<file path="src/hdl/osc_switch_pkg.sv">
// Constants and types shared by the oscillator switch control block.
// Assumes a single 100 MHz register clock and a plain strobe register port.
package osc_switch_pkg;

   // Register word addresses on the plain port.
   localparam logic [1:0] ADDR_OSC_CONTROL = 2'h0;
   localparam logic [1:0] ADDR_CLK_DIVIDER = 2'h1;
   localparam logic [1:0] ADDR_FRC_TUNE    = 2'h2;

   // Byte-write selects carried in bits 17:16 of the write data.
   localparam int BYTE_SEL_LO = 16;
   localparam int BYTE_SEL_HI = 17;

   // Unlock keys for the high and low control bytes.
   localparam logic [7:0] KEY_HI_1 = 8'h78;
   localparam logic [7:0] KEY_HI_2 = 8'h9A;
   localparam logic [7:0] KEY_LO_1 = 8'h46;
   localparam logic [7:0] KEY_LO_2 = 8'h57;

   // Field positions in oscillator_control.
   localparam int POS_CUR_SRC   = 12;
   localparam int POS_NEW_SRC   = 8;
   localparam int POS_SEL_LOCK  = 7;
   localparam int POS_IO_LOCK   = 6;
   localparam int POS_PLL_LOCK  = 5;
   localparam int POS_FAIL      = 3;
   localparam int POS_PRI_SLEEP = 2;
   localparam int POS_SEC_EN    = 1;
   localparam int POS_SWITCH    = 0;

   // Field positions in clock_divider.
   localparam int POS_ROI       = 15;
   localparam int POS_RATIO     = 12;
   localparam int POS_RATIO_EN  = 11;
   localparam int POS_POSTSCALE = 8;

   // Reset values.
   localparam logic [2:0] RST_POSTSCALE = 3'h1;
   localparam logic [2:0] RST_RATIO     = 3'h0;
   localparam logic [5:0] RST_TRIM      = 6'h00;

   // Clock source encodings.
   localparam logic [2:0] SRC_FRC      = 3'h0;
   localparam logic [2:0] SRC_FRC_PLL  = 3'h1;
   localparam logic [2:0] SRC_PRI      = 3'h2;
   localparam logic [2:0] SRC_PRI_PLL  = 3'h3;
   localparam logic [2:0] SRC_SEC      = 3'h4;
   localparam logic [2:0] SRC_LOW_POWER_RC_OSC     = 3'h5;
   localparam logic [2:0] SRC_RSVD     = 3'h6;
   localparam logic [2:0] SRC_FRC_DIV  = 3'h7;

   // New-clock cycles counted before the changeover.
   localparam logic [3:0] SETTLE_CYCLES = 4'hA;

   // Switch sequencer states, Gray coded from ST_IDLE to ST_SWAP; the return to ST_IDLE changes two bits.
   typedef enum logic [2:0] {
      ST_IDLE   = 3'b000,
      ST_START  = 3'b001,
      ST_WAIT   = 3'b011,
      ST_SETTLE = 3'b010,
      ST_SWAP   = 3'b110
   } sw_state_e;

endpackage : osc_switch_pkg

</file>
<file path="src/hdl/osc_switch_ctrl.sv">
// Oscillator selection, switch sequencer, doze ratio, postscaler and trim.
// Assumes oscillator ready flags and failure events arrive from
// other clock domains and are synchronised here.
//
// Functional notes
// - Selection lock refuses switching while monitor enabled.
// - PLL lock flag follows PLL, cleared on switch.
// - Clock fail flag set by monitor, software clears.
// - Primary sleep keep and secondary force on.
// - IO lock needs unlock; one-way keeps it set.
// - Recover on interrupt clears ratio enable.
// - Doze ratio 1:1 up to 1:128.
// - Fast RC postscaler power of two, reset divide 2.
// - Trim is signed six-bit offset.
// - Switching allowed only when config equals 00.
// - Disabled switching reports initial source config.
// - Disabled switching holds switch request at 0.
// - Primary submode fixed by configuration only.
// - Equal sources abort switch, clear request.
// - Valid switch start clears lock and fail.
// - Enable new oscillator, wait start-up and, for PLL targets, lock.
// - Count ten new-clock cycles before changeover.
// - Completion clears request, copies new source.
// - Stop old source with RC/secondary exceptions.
// - Source encoding of current and new fields.
`timescale 1ns/1ns
module osc_switch_ctrl
   import osc_switch_pkg::*;
(
   input  wire logic        ref_clk,           // System register clock.
   input  wire logic        rstn,              // Asynchronous reset, low.
   input  wire logic [1:0]  reg_addr,          // Register word address.
   input  wire logic [17:0] reg_wdata,         // Data plus byte selects.
   input  wire logic        reg_wr,            // Write strobe.
   input  wire logic        reg_rd,            // Read strobe.
   output logic      [15:0] reg_rdata,         // Read data, next cycle.
   input  wire logic [1:0]  switch_monitor_config, // Static config.
   input  wire logic [2:0]  initial_source_config, // Static config.
   input  wire logic [1:0]  primary_submode_config,// Static config.
   input  wire logic        one_way_io_lock,   // Static config.
   input  wire logic        watchdog_enable,   // Static config.
   input  wire logic        osc_ready_async,   // Start-up timer done.
   input  wire logic        pll_locked_async,  // PLL lock detector.
   input  wire logic        new_clk_tick_async,// New source clock.
   input  wire logic        clock_fail_async,  // Monitor failure level.
   input  wire logic        interrupt_event,   // Core interrupt, same clock.
   input  wire logic        sleep_mode,        // Core sleep, same clock.
   output logic      [2:0]  system_source,     // Source feeding the core.
   output logic      [7:0]  osc_enable,        // One enable per source code.
   output logic      [1:0]  primary_submode,   // Fixed primary submode.
   output logic      [2:0]  cpu_ratio_log2,    // Effective doze shift.
   output logic      [3:0]  fast_rc_div_log2,  // Postscaler shift.
   output logic signed [5:0] fast_rc_trim_out, // Signed trim offset.
   output logic             io_lock_out,       // Mapping lock level.
   output logic             pll_select         // Current source uses PLL.
);

   ////////////////////////////////////////////////////////////////////////
   // State record. One struct holds every flip-flop of the block.
   typedef struct packed {
      logic [2:0]  sync_rdy;       // Start-up ready synchroniser.
      logic [2:0]  sync_pll;       // PLL lock synchroniser.
      logic [2:0]  sync_tick;      // New-clock synchroniser.
      logic        tick_lvl;       // Last agreed new-clock level.
      logic [2:0]  sync_fail;      // Failure synchroniser.
      logic        boot_done;      // Straps captured after reset.
      logic [2:0]  cur_src;        // Current source field.
      logic [2:0]  new_src;        // New source selection.
      logic        sel_lock;       // Selection lock, set only.
      logic        io_lock;        // Mapping lock.
      logic        pll_lock;       // PLL lock flag.
      logic        fail;           // Clock fail flag.
      logic        pri_sleep;      // Primary kept in sleep.
      logic        sec_en;         // Secondary forced on.
      logic        sw_req;         // Switch request.
      logic [1:0]  hi_key;         // High byte unlock progress.
      logic [1:0]  lo_key;         // Low byte unlock progress.
      logic        recover_on_interrupt;            // Recover on interrupt.
      logic [2:0]  ratio;          // Doze ratio code.
      logic        ratio_en;       // Doze enable.
      logic [2:0]  postscale;      // Fast RC postscaler code.
      logic [5:0]  trim;           // Fast RC trim code.
      logic [3:0]  settle;         // New-clock cycle counter.
      sw_state_e   state;          // Switch sequencer.
      logic [15:0] rdata;          // Registered read data.
   } state_s;

   state_s st_r;                   // Registered state.
   state_s st_nxt;                 // Next state.

   ////////////////////////////////////////////////////////////////////////
   // Decoded helpers.
   logic        sw_allowed;        // Configuration permits switching.
   logic        mon_en;            // Fail-safe monitor enabled.
   logic        rdy_s;             // Synchronised start-up ready.
   logic        pll_s;             // Synchronised lock.
   logic        tick_edge;         // New-clock rising edge seen.
   logic        fail_s;            // Synchronised failure.
   logic        new_pll;           // Target uses the PLL.
   logic        cur_pll;           // Current source uses the PLL.
   logic [15:0] ctrl_word;         // Readable control register.
   logic        wr_ctrl;           // Write to the control register.
   logic        wr_hi;             // High byte selected.
   logic        wr_lo;             // Low byte selected.
   logic [7:0]  wd_hi;             // High byte of write data.
   logic [7:0]  wd_lo;             // Low byte of write data.

   always_comb begin
      sw_allowed = (switch_monitor_config == 2'h0);
      mon_en     = (switch_monitor_config == 2'h0);
      rdy_s      = st_r.sync_rdy[2] & st_r.sync_rdy[1];
      pll_s      = st_r.sync_pll[2] & st_r.sync_pll[1];
      fail_s     = st_r.sync_fail[2] & st_r.sync_fail[1];
      // A rise counts once stages two and three agree high from low.
      tick_edge  = st_r.sync_tick[1] & st_r.sync_tick[2] & ~st_r.tick_lvl;
      new_pll    = (st_r.new_src == SRC_FRC_PLL) ||
                   (st_r.new_src == SRC_PRI_PLL);
      cur_pll    = (st_r.cur_src == SRC_FRC_PLL) ||
                   (st_r.cur_src == SRC_PRI_PLL);
      wr_ctrl    = reg_wr && (reg_addr == ADDR_OSC_CONTROL);
      wr_hi      = reg_wdata[BYTE_SEL_HI];
      wr_lo      = reg_wdata[BYTE_SEL_LO];
      wd_hi      = reg_wdata[15:8];
      wd_lo      = reg_wdata[7:0];
      ctrl_word  = {1'b0, st_r.cur_src, 1'b0, st_r.new_src,
                    st_r.sel_lock, st_r.io_lock, st_r.pll_lock, 1'b0,
                    st_r.fail, st_r.pri_sleep, st_r.sec_en, st_r.sw_req};
   end

   ////////////////////////////////////////////////////////////////////////
   // Next-state logic for registers, unlock tracking and the sequencer.
   always_comb begin
      st_nxt = st_r;
      // Three-stage synchronisers; the first stage feeds only the second.
      st_nxt.sync_rdy  = {st_r.sync_rdy[1:0],  osc_ready_async};
      st_nxt.sync_pll  = {st_r.sync_pll[1:0],  pll_locked_async};
      st_nxt.sync_tick = {st_r.sync_tick[1:0], new_clk_tick_async};
      st_nxt.sync_fail = {st_r.sync_fail[1:0], clock_fail_async};
      // Agreed new-clock level; a disagreement keeps the old one.
      if (st_r.sync_tick[1] == st_r.sync_tick[2])
         st_nxt.tick_lvl = st_r.sync_tick[2];

      // Straps are caught by a clocked step after reset release.
      if (!st_r.boot_done) begin
         st_nxt.boot_done = 1'b1;
         st_nxt.cur_src   = initial_source_config;
         st_nxt.new_src   = initial_source_config;
      end

      // Unlock keys: any other control write breaks the sequence.
      if (wr_ctrl) begin
         st_nxt.hi_key = 2'h0;
         st_nxt.lo_key = 2'h0;
         if (wr_hi && !wr_lo) begin
            if (wd_hi == KEY_HI_1) st_nxt.hi_key = 2'h1;
            else if (wd_hi == KEY_HI_2 && st_r.hi_key == 2'h1)
               st_nxt.hi_key = 2'h2;
         end
         if (wr_lo && !wr_hi) begin
            if (wd_lo == KEY_LO_1) st_nxt.lo_key = 2'h1;
            else if (wd_lo == KEY_LO_2 && st_r.lo_key == 2'h1)
               st_nxt.lo_key = 2'h2;
         end
         // Unlocked high byte write: only the new source is writable.
         if (wr_hi && st_r.hi_key == 2'h2) begin
            if (!(mon_en && st_r.sel_lock) &&
                st_r.state == ST_IDLE)
               st_nxt.new_src = wd_hi[2:0];
         end
         // Unlocked low byte write.
         if (wr_lo && st_r.lo_key == 2'h2) begin
            if (wd_lo[POS_SEL_LOCK])
               st_nxt.sel_lock = 1'b1;
            if (!(one_way_io_lock && st_r.io_lock))
               st_nxt.io_lock = wd_lo[POS_IO_LOCK];
            if (!wd_lo[POS_FAIL])
               st_nxt.fail = 1'b0;
            st_nxt.pri_sleep = wd_lo[POS_PRI_SLEEP];
            st_nxt.sec_en    = wd_lo[POS_SEC_EN];
            if (wd_lo[POS_SWITCH] && sw_allowed &&
                !(mon_en && st_r.sel_lock))
               st_nxt.sw_req = 1'b1;
         end
      end

      // Failure events win over a software clear in the same cycle.
      if (fail_s && mon_en)
         st_nxt.fail = 1'b1;

      // In idle, lock flag tracks the PLL only while a PLL source runs.
      if (cur_pll && st_r.state == ST_IDLE)
         st_nxt.pll_lock = pll_s;
      else if (!cur_pll && st_r.state == ST_IDLE)
         st_nxt.pll_lock = 1'b0;

      // Divider and trim registers.
      if (reg_wr && reg_addr == ADDR_CLK_DIVIDER) begin
         st_nxt.recover_on_interrupt       = reg_wdata[POS_ROI];
         st_nxt.ratio     = reg_wdata[POS_RATIO +: 3];
         st_nxt.ratio_en  = reg_wdata[POS_RATIO_EN];
         st_nxt.postscale = reg_wdata[POS_POSTSCALE +: 3];
      end
      if (reg_wr && reg_addr == ADDR_FRC_TUNE)
         st_nxt.trim = reg_wdata[5:0];
      // The interrupt wins over a same-cycle write of the enable.
      if (interrupt_event && st_r.recover_on_interrupt)
         st_nxt.ratio_en = 1'b0;

      // Switch sequencer.
      case (st_r.state)
         ST_IDLE: begin
            if (st_r.sw_req) begin
               if (st_r.new_src == st_r.cur_src)
                  st_nxt.sw_req = 1'b0;
               else
                  st_nxt.state = ST_START;
            end
         end
         ST_START: begin
            st_nxt.pll_lock = 1'b0;
            st_nxt.fail     = fail_s & mon_en;
            st_nxt.state    = ST_WAIT;
         end
         ST_WAIT: begin
            // Wait on start-up timer and, for PLL targets, lock.
            if (new_pll) st_nxt.pll_lock = pll_s;
            if (rdy_s && (!new_pll || pll_s)) begin
               st_nxt.settle = 4'h0;
               st_nxt.state  = ST_SETTLE;
            end
         end
         ST_SETTLE: begin
            if (new_pll) st_nxt.pll_lock = pll_s;
            // Each rising edge of the new clock counts once.
            if (tick_edge) begin
               st_nxt.settle = st_r.settle + 4'h1;
               if (st_r.settle + 4'h1 == SETTLE_CYCLES)
                  st_nxt.state = ST_SWAP;
            end
         end
         ST_SWAP: begin
            st_nxt.cur_src = st_r.new_src;
            st_nxt.sw_req  = 1'b0;
            st_nxt.state   = ST_IDLE;
         end
         default: st_nxt.state = ST_IDLE;
      endcase
      if (!sw_allowed) begin
         st_nxt.sw_req = 1'b0;
         st_nxt.state  = ST_IDLE;
         if (st_r.boot_done)
            st_nxt.cur_src = initial_source_config;
      end

      // Read data stands in the cycle after the strobe only.
      st_nxt.rdata = 16'h0000;
      if (reg_rd) begin
         case (reg_addr)
            ADDR_OSC_CONTROL: st_nxt.rdata = ctrl_word;
            ADDR_CLK_DIVIDER: st_nxt.rdata = {st_r.recover_on_interrupt, st_r.ratio,
                                 st_r.ratio_en, st_r.postscale, 8'h00};
            ADDR_FRC_TUNE:    st_nxt.rdata = {10'h000, st_r.trim};
            default:          st_nxt.rdata = 16'h0000;
         endcase
      end
   end

   ////////////////////////////////////////////////////////////////////////
   // State register with constant reset values.
   always_ff @(posedge ref_clk or negedge rstn) begin
      if (!rstn) begin
         st_r           <= '0;
         st_r.postscale <= RST_POSTSCALE;
         st_r.ratio     <= RST_RATIO;
         st_r.trim      <= RST_TRIM;
         st_r.cur_src   <= SRC_FRC;
         st_r.new_src   <= SRC_FRC;
         st_r.state     <= ST_IDLE;
      end else begin
         st_r <= st_nxt;
      end
   end

   ////////////////////////////////////////////////////////////////////////
   // Outputs toward the clock tree and oscillators.
   always_comb begin
      reg_rdata        = st_r.rdata;
      system_source    = st_r.cur_src;
      primary_submode  = primary_submode_config;
      pll_select       = cur_pll;
      io_lock_out      = st_r.io_lock;
      fast_rc_trim_out = st_r.trim;
      cpu_ratio_log2   = st_r.ratio_en ? st_r.ratio : 3'h0;
      // Code 111 divides by 256, others by two to the code.
      fast_rc_div_log2 = (st_r.postscale == 3'h7) ? 4'h8 :
                         {1'b0, st_r.postscale};
      // Only the running source and the target are on; the old one
      // drops at the swap except for the kept low-power and secondary.
      osc_enable = 8'h00;
      osc_enable[st_r.cur_src] = 1'b1;
      if (st_r.state != ST_IDLE)
         osc_enable[st_r.new_src] = 1'b1;
      if (watchdog_enable || mon_en)
         osc_enable[SRC_LOW_POWER_RC_OSC] = 1'b1;
      if (st_r.sec_en)
         osc_enable[SRC_SEC] = 1'b1;
      if (sleep_mode && !st_r.pri_sleep) begin
         osc_enable[SRC_PRI]     = 1'b0;
         osc_enable[SRC_PRI_PLL] = 1'b0;
      end
   end

endmodule : osc_switch_ctrl

</file>
<file path="config.mk">
export PLATFORM = sky130hd
export DESIGN_NAME = osc_switch_ctrl
export DESIGN_NICKNAME = d
export VERILOG_FILES = /design/src/hdl/osc_switch_pkg.sv /design/src/hdl/osc_switch_ctrl.sv
export SDC_FILE = /design/constraint.sdc
export NUM_CORES = 1
export LEC_CHECK = 0
export ABC_AREA = 1
export BUFFER_PORTS_ARGS = -buffer_cell sky130_fd_sc_hd__clkbuf_2
export CAP_MARGIN = 20
export CORE_UTILIZATION = 45
export DETAILED_ROUTE_END_ITERATION = 6
export PLACE_DENSITY = 0.69
export SLEW_MARGIN = 20
export SYNTH_ARGS = -nofsm -noshare
export SYNTH_HDL_FRONTEND = slang
export SYNTH_SLANG_ARGS = --single-unit
</file>
<file path="constraint.sdc">
create_clock -name ref_clk -period 1.41 [get_ports ref_clk]
set_input_delay 0.141 -clock ref_clk [delete_from_list [all_inputs] [get_ports ref_clk]]
set_output_delay 0.141 -clock ref_clk [all_outputs]
set_load 0.01 [all_outputs]
</file>
# Word-level counts from Yosys, hierarchy flattened
# Cells that the tools add are included.
# word_totals
word_cells,168
register_bits,68
# op_classes
n_lt_le_gt_ge,4
n_reduce_logical,47
n_eq_ne,30
n_mux,52
n_bitwise,9
add_sub_neg,1
# ops
cell,count
$pmux W16 S3,1
$mux W3,10
$eq A8 B7 Y1 const B,3
$logic_and A1 B1 Y1,22
$mux W1,17
$mux W16,1
$mux W2,8
$mux W8,2
$ne A3 B3 Y1 const B,5
$mux W7,2
$eq A3 B2 Y1 const B,4
$mux W4,3
$pmux W3 S4,1
$reduce_and A3 Y1,4
$eq A3 B1 Y1 const B,3
$reduce_bool A3 Y1,3
$eq A8 B8 Y1 const B,1
$lt A3 B4 Y1 const B,2
$or A8 B8 Y8,1
$pmux W4 S2,1
$and A1 B1 Y1,6
$demux W1 S3,2
$eq A2 B1 Y1 const B,3
$eq A2 B2 Y1 const B,3
20 further kinds,35

# Depth between registers and ports, before layout
# depth
depth_word,11
depth_mapped,9
depth_no_buf,9

# Worst setup path after synthesis
# OpenSTA, ideal clock, no wires.
# synth_path
path_type,reg-to-reg
start,register st_r[18] (netlist name)
end,register st_r (netlist bit ctrl_word[10])
path_stages_with_launch,7
arrival_time_ns,1.162
t_required_ns,1.290
setup_slack_ns,0.128
path_buffers,0
setup_ns,0.120
synth_period_minus_slack_ns,1.282
path_cell_list,dfrtp_1 > inv_2 > nand2_2 > nor2_4 > o2111ai_2 > o21ai_0 > inv_1
# synth_lines
element,line_no,source
start: declaration,osc_switch_ctrl.sv:88,state_s st_r;
start signal: assignment,osc_switch_ctrl.sv:280,st_r <= st_nxt;

# Worst setup path in the final report
# layout_path
start,register st_r[17] (netlist name)
end,output port osc_enable[0]
# layout_via
elab_chain_len,2
# layout_lines
element,line_no,source
$reduce_bool A3 Y1,osc_switch_ctrl.sv:301,if (st_r.state != ST_IDLE)
$mux W8,osc_switch_ctrl.sv:301,
end: declaration,osc_switch_ctrl.sv:49,"output logic [7:0] osc_enable,"
# Every way passes these cells.

==> metrics.txt <==
GPL Wtd Cong 0.8792; fin crit period 1.636 ns; crit-path max FO 6; PnR worst setup slack -0.2255 ns; DR WL/cell 14.15 µm; Die Wd 88.18 µm; vias in the first global route 2,702; CTS Root Buffer Type clkbuf_8; power density cells 1069 mW/mm²; Worst setup SP type flop; share of cells above drive strength 1 38.88%; WP data required 1.27 ns; endpoint class of the critical path output port; residual DRC count 0; Setup-failing EPs final 15; cell area after layout 0.004284 mm²; Post-Syn Area 0.003342 mm²; CP Buf/Inv Count 2; Area growth syn-to-layout 28.19%; Peak Freq 611.4 MHz; Die Y 88.18 µm; Initial Utilization 46.32%; slowest stage delay, CP 0.41 ns; fill count 630; crit-path leading delay family flip-flops; Die Area 0.007775 mm²; EDFF count, synth 0; Clock Tree Buf Depth 2; syn_nets 423; largest net degree at the start of global routing 30; Slowest-stage cell, CP dfrtp_1; final hold vios 0; Setup Crit Path Kind flop to output port; Post-DRT Antenna Nets 0; routed wire length 8205 µm; total grt overflow 0; boundary pin count 83; TritonRoute pass-1 iters 5; placed instance area 0.003777 mm²; I/O Buffers 78; Final period util 116.0%; HPWL after detailed placement 5844 µm; warning count from the yosys run 0; first-pass GRT wire length 12,850 µm; Synth Instances 381; Avg Synthesized Cell Area 8.772 µm²; status finished with violations; CTS tree yes; failing checks negative setup slack; Seq/Total Area, Yosys 50.95%; most used cell, CP nor2_4; initial antenna violation count 0; class of the worst hold path input port to flop; async set or reset register ratio after synthesis 100.0%; count of pins over their slew limit 0; WHS 0.005175 ns; ys flop type dfrtp_1; Leakage 0.002155 µW; Yosys reg bits 68; H-tree depth 3; Core ar. 0.007214 mm²; Via Count 2,959; Worst-path clk slew 0.08 ns; clk_skew 0.01159 ns; FP Rows 31; unrepaired setup endpoints after global routing yes; CTS Buf Count 9; CP cell instances inv_4, nand2_4, nor2_4, nor2_4, a32o_1, buf_2; post-DR vias/cell 5.102; gr usage total 22.38%; Sink Count 68; NumNets Final 518; total of max-cap violations 0; initial detailed-routing violation count 226; maximum VDD drop 0.6289 mV; Antenna diodes 0; Clock Latency Late Sink 0.36 ns; Synth cell types 43; CP arrival 1.49 ns
cell usage after synthesis (all sizes together) (3+ instances only):
cell type / number / area (µm²)
a31oi: 3 / 18.77
inv: 62 / 235.2
nand3: 28 / 145.1
nand4: 5 / 31.28
o21ai: 34 / 181.4
clkbuf: 3 / 11.26
nand2: 69 / 269.0
dfrtp: 67 / 1677
ha: 3 / 37.54
o22ai: 4 / 25.02
nor2: 30 / 140.1
a21oi: 13 / 65.06
nor3: 7 / 62.56
mux2: 4 / 45.04
buf: 30 / 220.2
stage by stage:
step / setup slack (ns) / std cells / util [%] / setup TNS, ns / power [µW]
3_3_place_gp: 0.07510 / 542 / 52.36 / 0 / 2908
4_1_cts: -0.2348 / 573 / 57.65 / -1.745 / 4566
2_1_floorplan: 0.1279 / 381 / - / 0 / 2657
5_1_grt: -0.2847 / 580 / 59.38 / -3.006 / 4809
6_report: -0.2255 / 580 / 59.38 / -1.781 / 4578
3_5_place_dp: 0.02302 / 542 / 52.36 / 0 / 2922
cell families (layout without fill, tap and decap cells):
group                      after synthesis  in the layout  share of synthesized area, %
and+or+nand+nor                        142            142                         19.99
buffers and inverters                   95            195                         13.96
DFF                                     68             68                         50.95
AOI/OAI and AO/OA                       66             66                         11.94
muxes                                    5              5                         1.647
adders and majority gates                3              3                         1.123
other                                    1              1                        0.1122
xor gates and xnor gates                 1              1                        0.2621
flip-flops by register name, indices dropped and copies added, names as in the netlist:
name and cells:
fast_rc_trim_out 6, st_nxt 8, system_source 3, ctrl_word 9
io_lock_out 1, st_r 25, reg_rdata 16
tightest hold or removal path: stages:
cell,delay [ns]
clkbuf_2,0.07
o21ai_1,0.06
nand2_1,0.05
worst paths after layout:
path	slack, ns	cells past startpoint	endpoint	startpoint
min in group asynchronous	0.25	2	reg_rdata[13]	rstn
worst min-delay path	0.005	3	io_lock_out	one_way_io_lock
worst max register to register	-0.05	8	ctrl_word[8]	st_r[17]
max in group asynchronous	0.60	3	st_r[29]	rstn
worst min register to register	0.35	0	st_nxt[67]	st_nxt[66]
worst max-delay path	-0.23	6	osc_enable[0]	st_r[17]
power breakdown:
part           internal [µW]  switching (µW)
Sequential              2090             120
Clock                    816             764
Combinational            334             449
metal layers:
layer / track usage [%] / vias up / wire (µm)
met1: 30.59 / 1400 / 3450
met4: 10.85 / 0 / 178
met2: 34.06 / 130 / 4038
li1: - / 1412 / -
met5: 0 / - / 0
met3: 4.618 / 17 / 538
cells in the final DEF (no fill, tap or decap), types with 3 or more instances in the layout:
master          n
o21ai_0        27
a21oi_1        13
dlygate4sd3_1   6
o22ai_1         3
inv_1          48
nand3_2         3
clkbuf_8        9
nor3_4          4
mux2_2          4
nand2_1        60
a31oi_1         3
nand2_2         8
nor2_1         20
buf_2           5
dfrtp_1        60
dfrtp_2         7
nor2_4          4
o21ai_1         4
clkbuf_2       73
nand3_1        25
inv_2          13
buf_4          30
nor2_2          6
nand4_1         5
nor3_1          3
cell type report:
type                            instances  area (µm²)  share of cell area [%]
Timing Repair Buffer                  117       726.9                   16.97
Sequential cell                        68        1712                   39.95
Clock buffer                           10       127.6                   2.979
Multi-Input combinational cell        218        1295                   30.23
Tap cell                               99       123.9                   2.891
Inverter                               62       235.2                   5.491
Clock inverter                          6       63.81                   1.489
timing repair:
action	in CTS	in global routing
setup buffers	9	7
pin swaps	6	13
resized for setup	21	28
endpoints found under the hold margin	19	0
endpoints found under the setup margin	12	22
hold buffers	6	0
No activity file was read; power rests on OpenSTA's default activity.
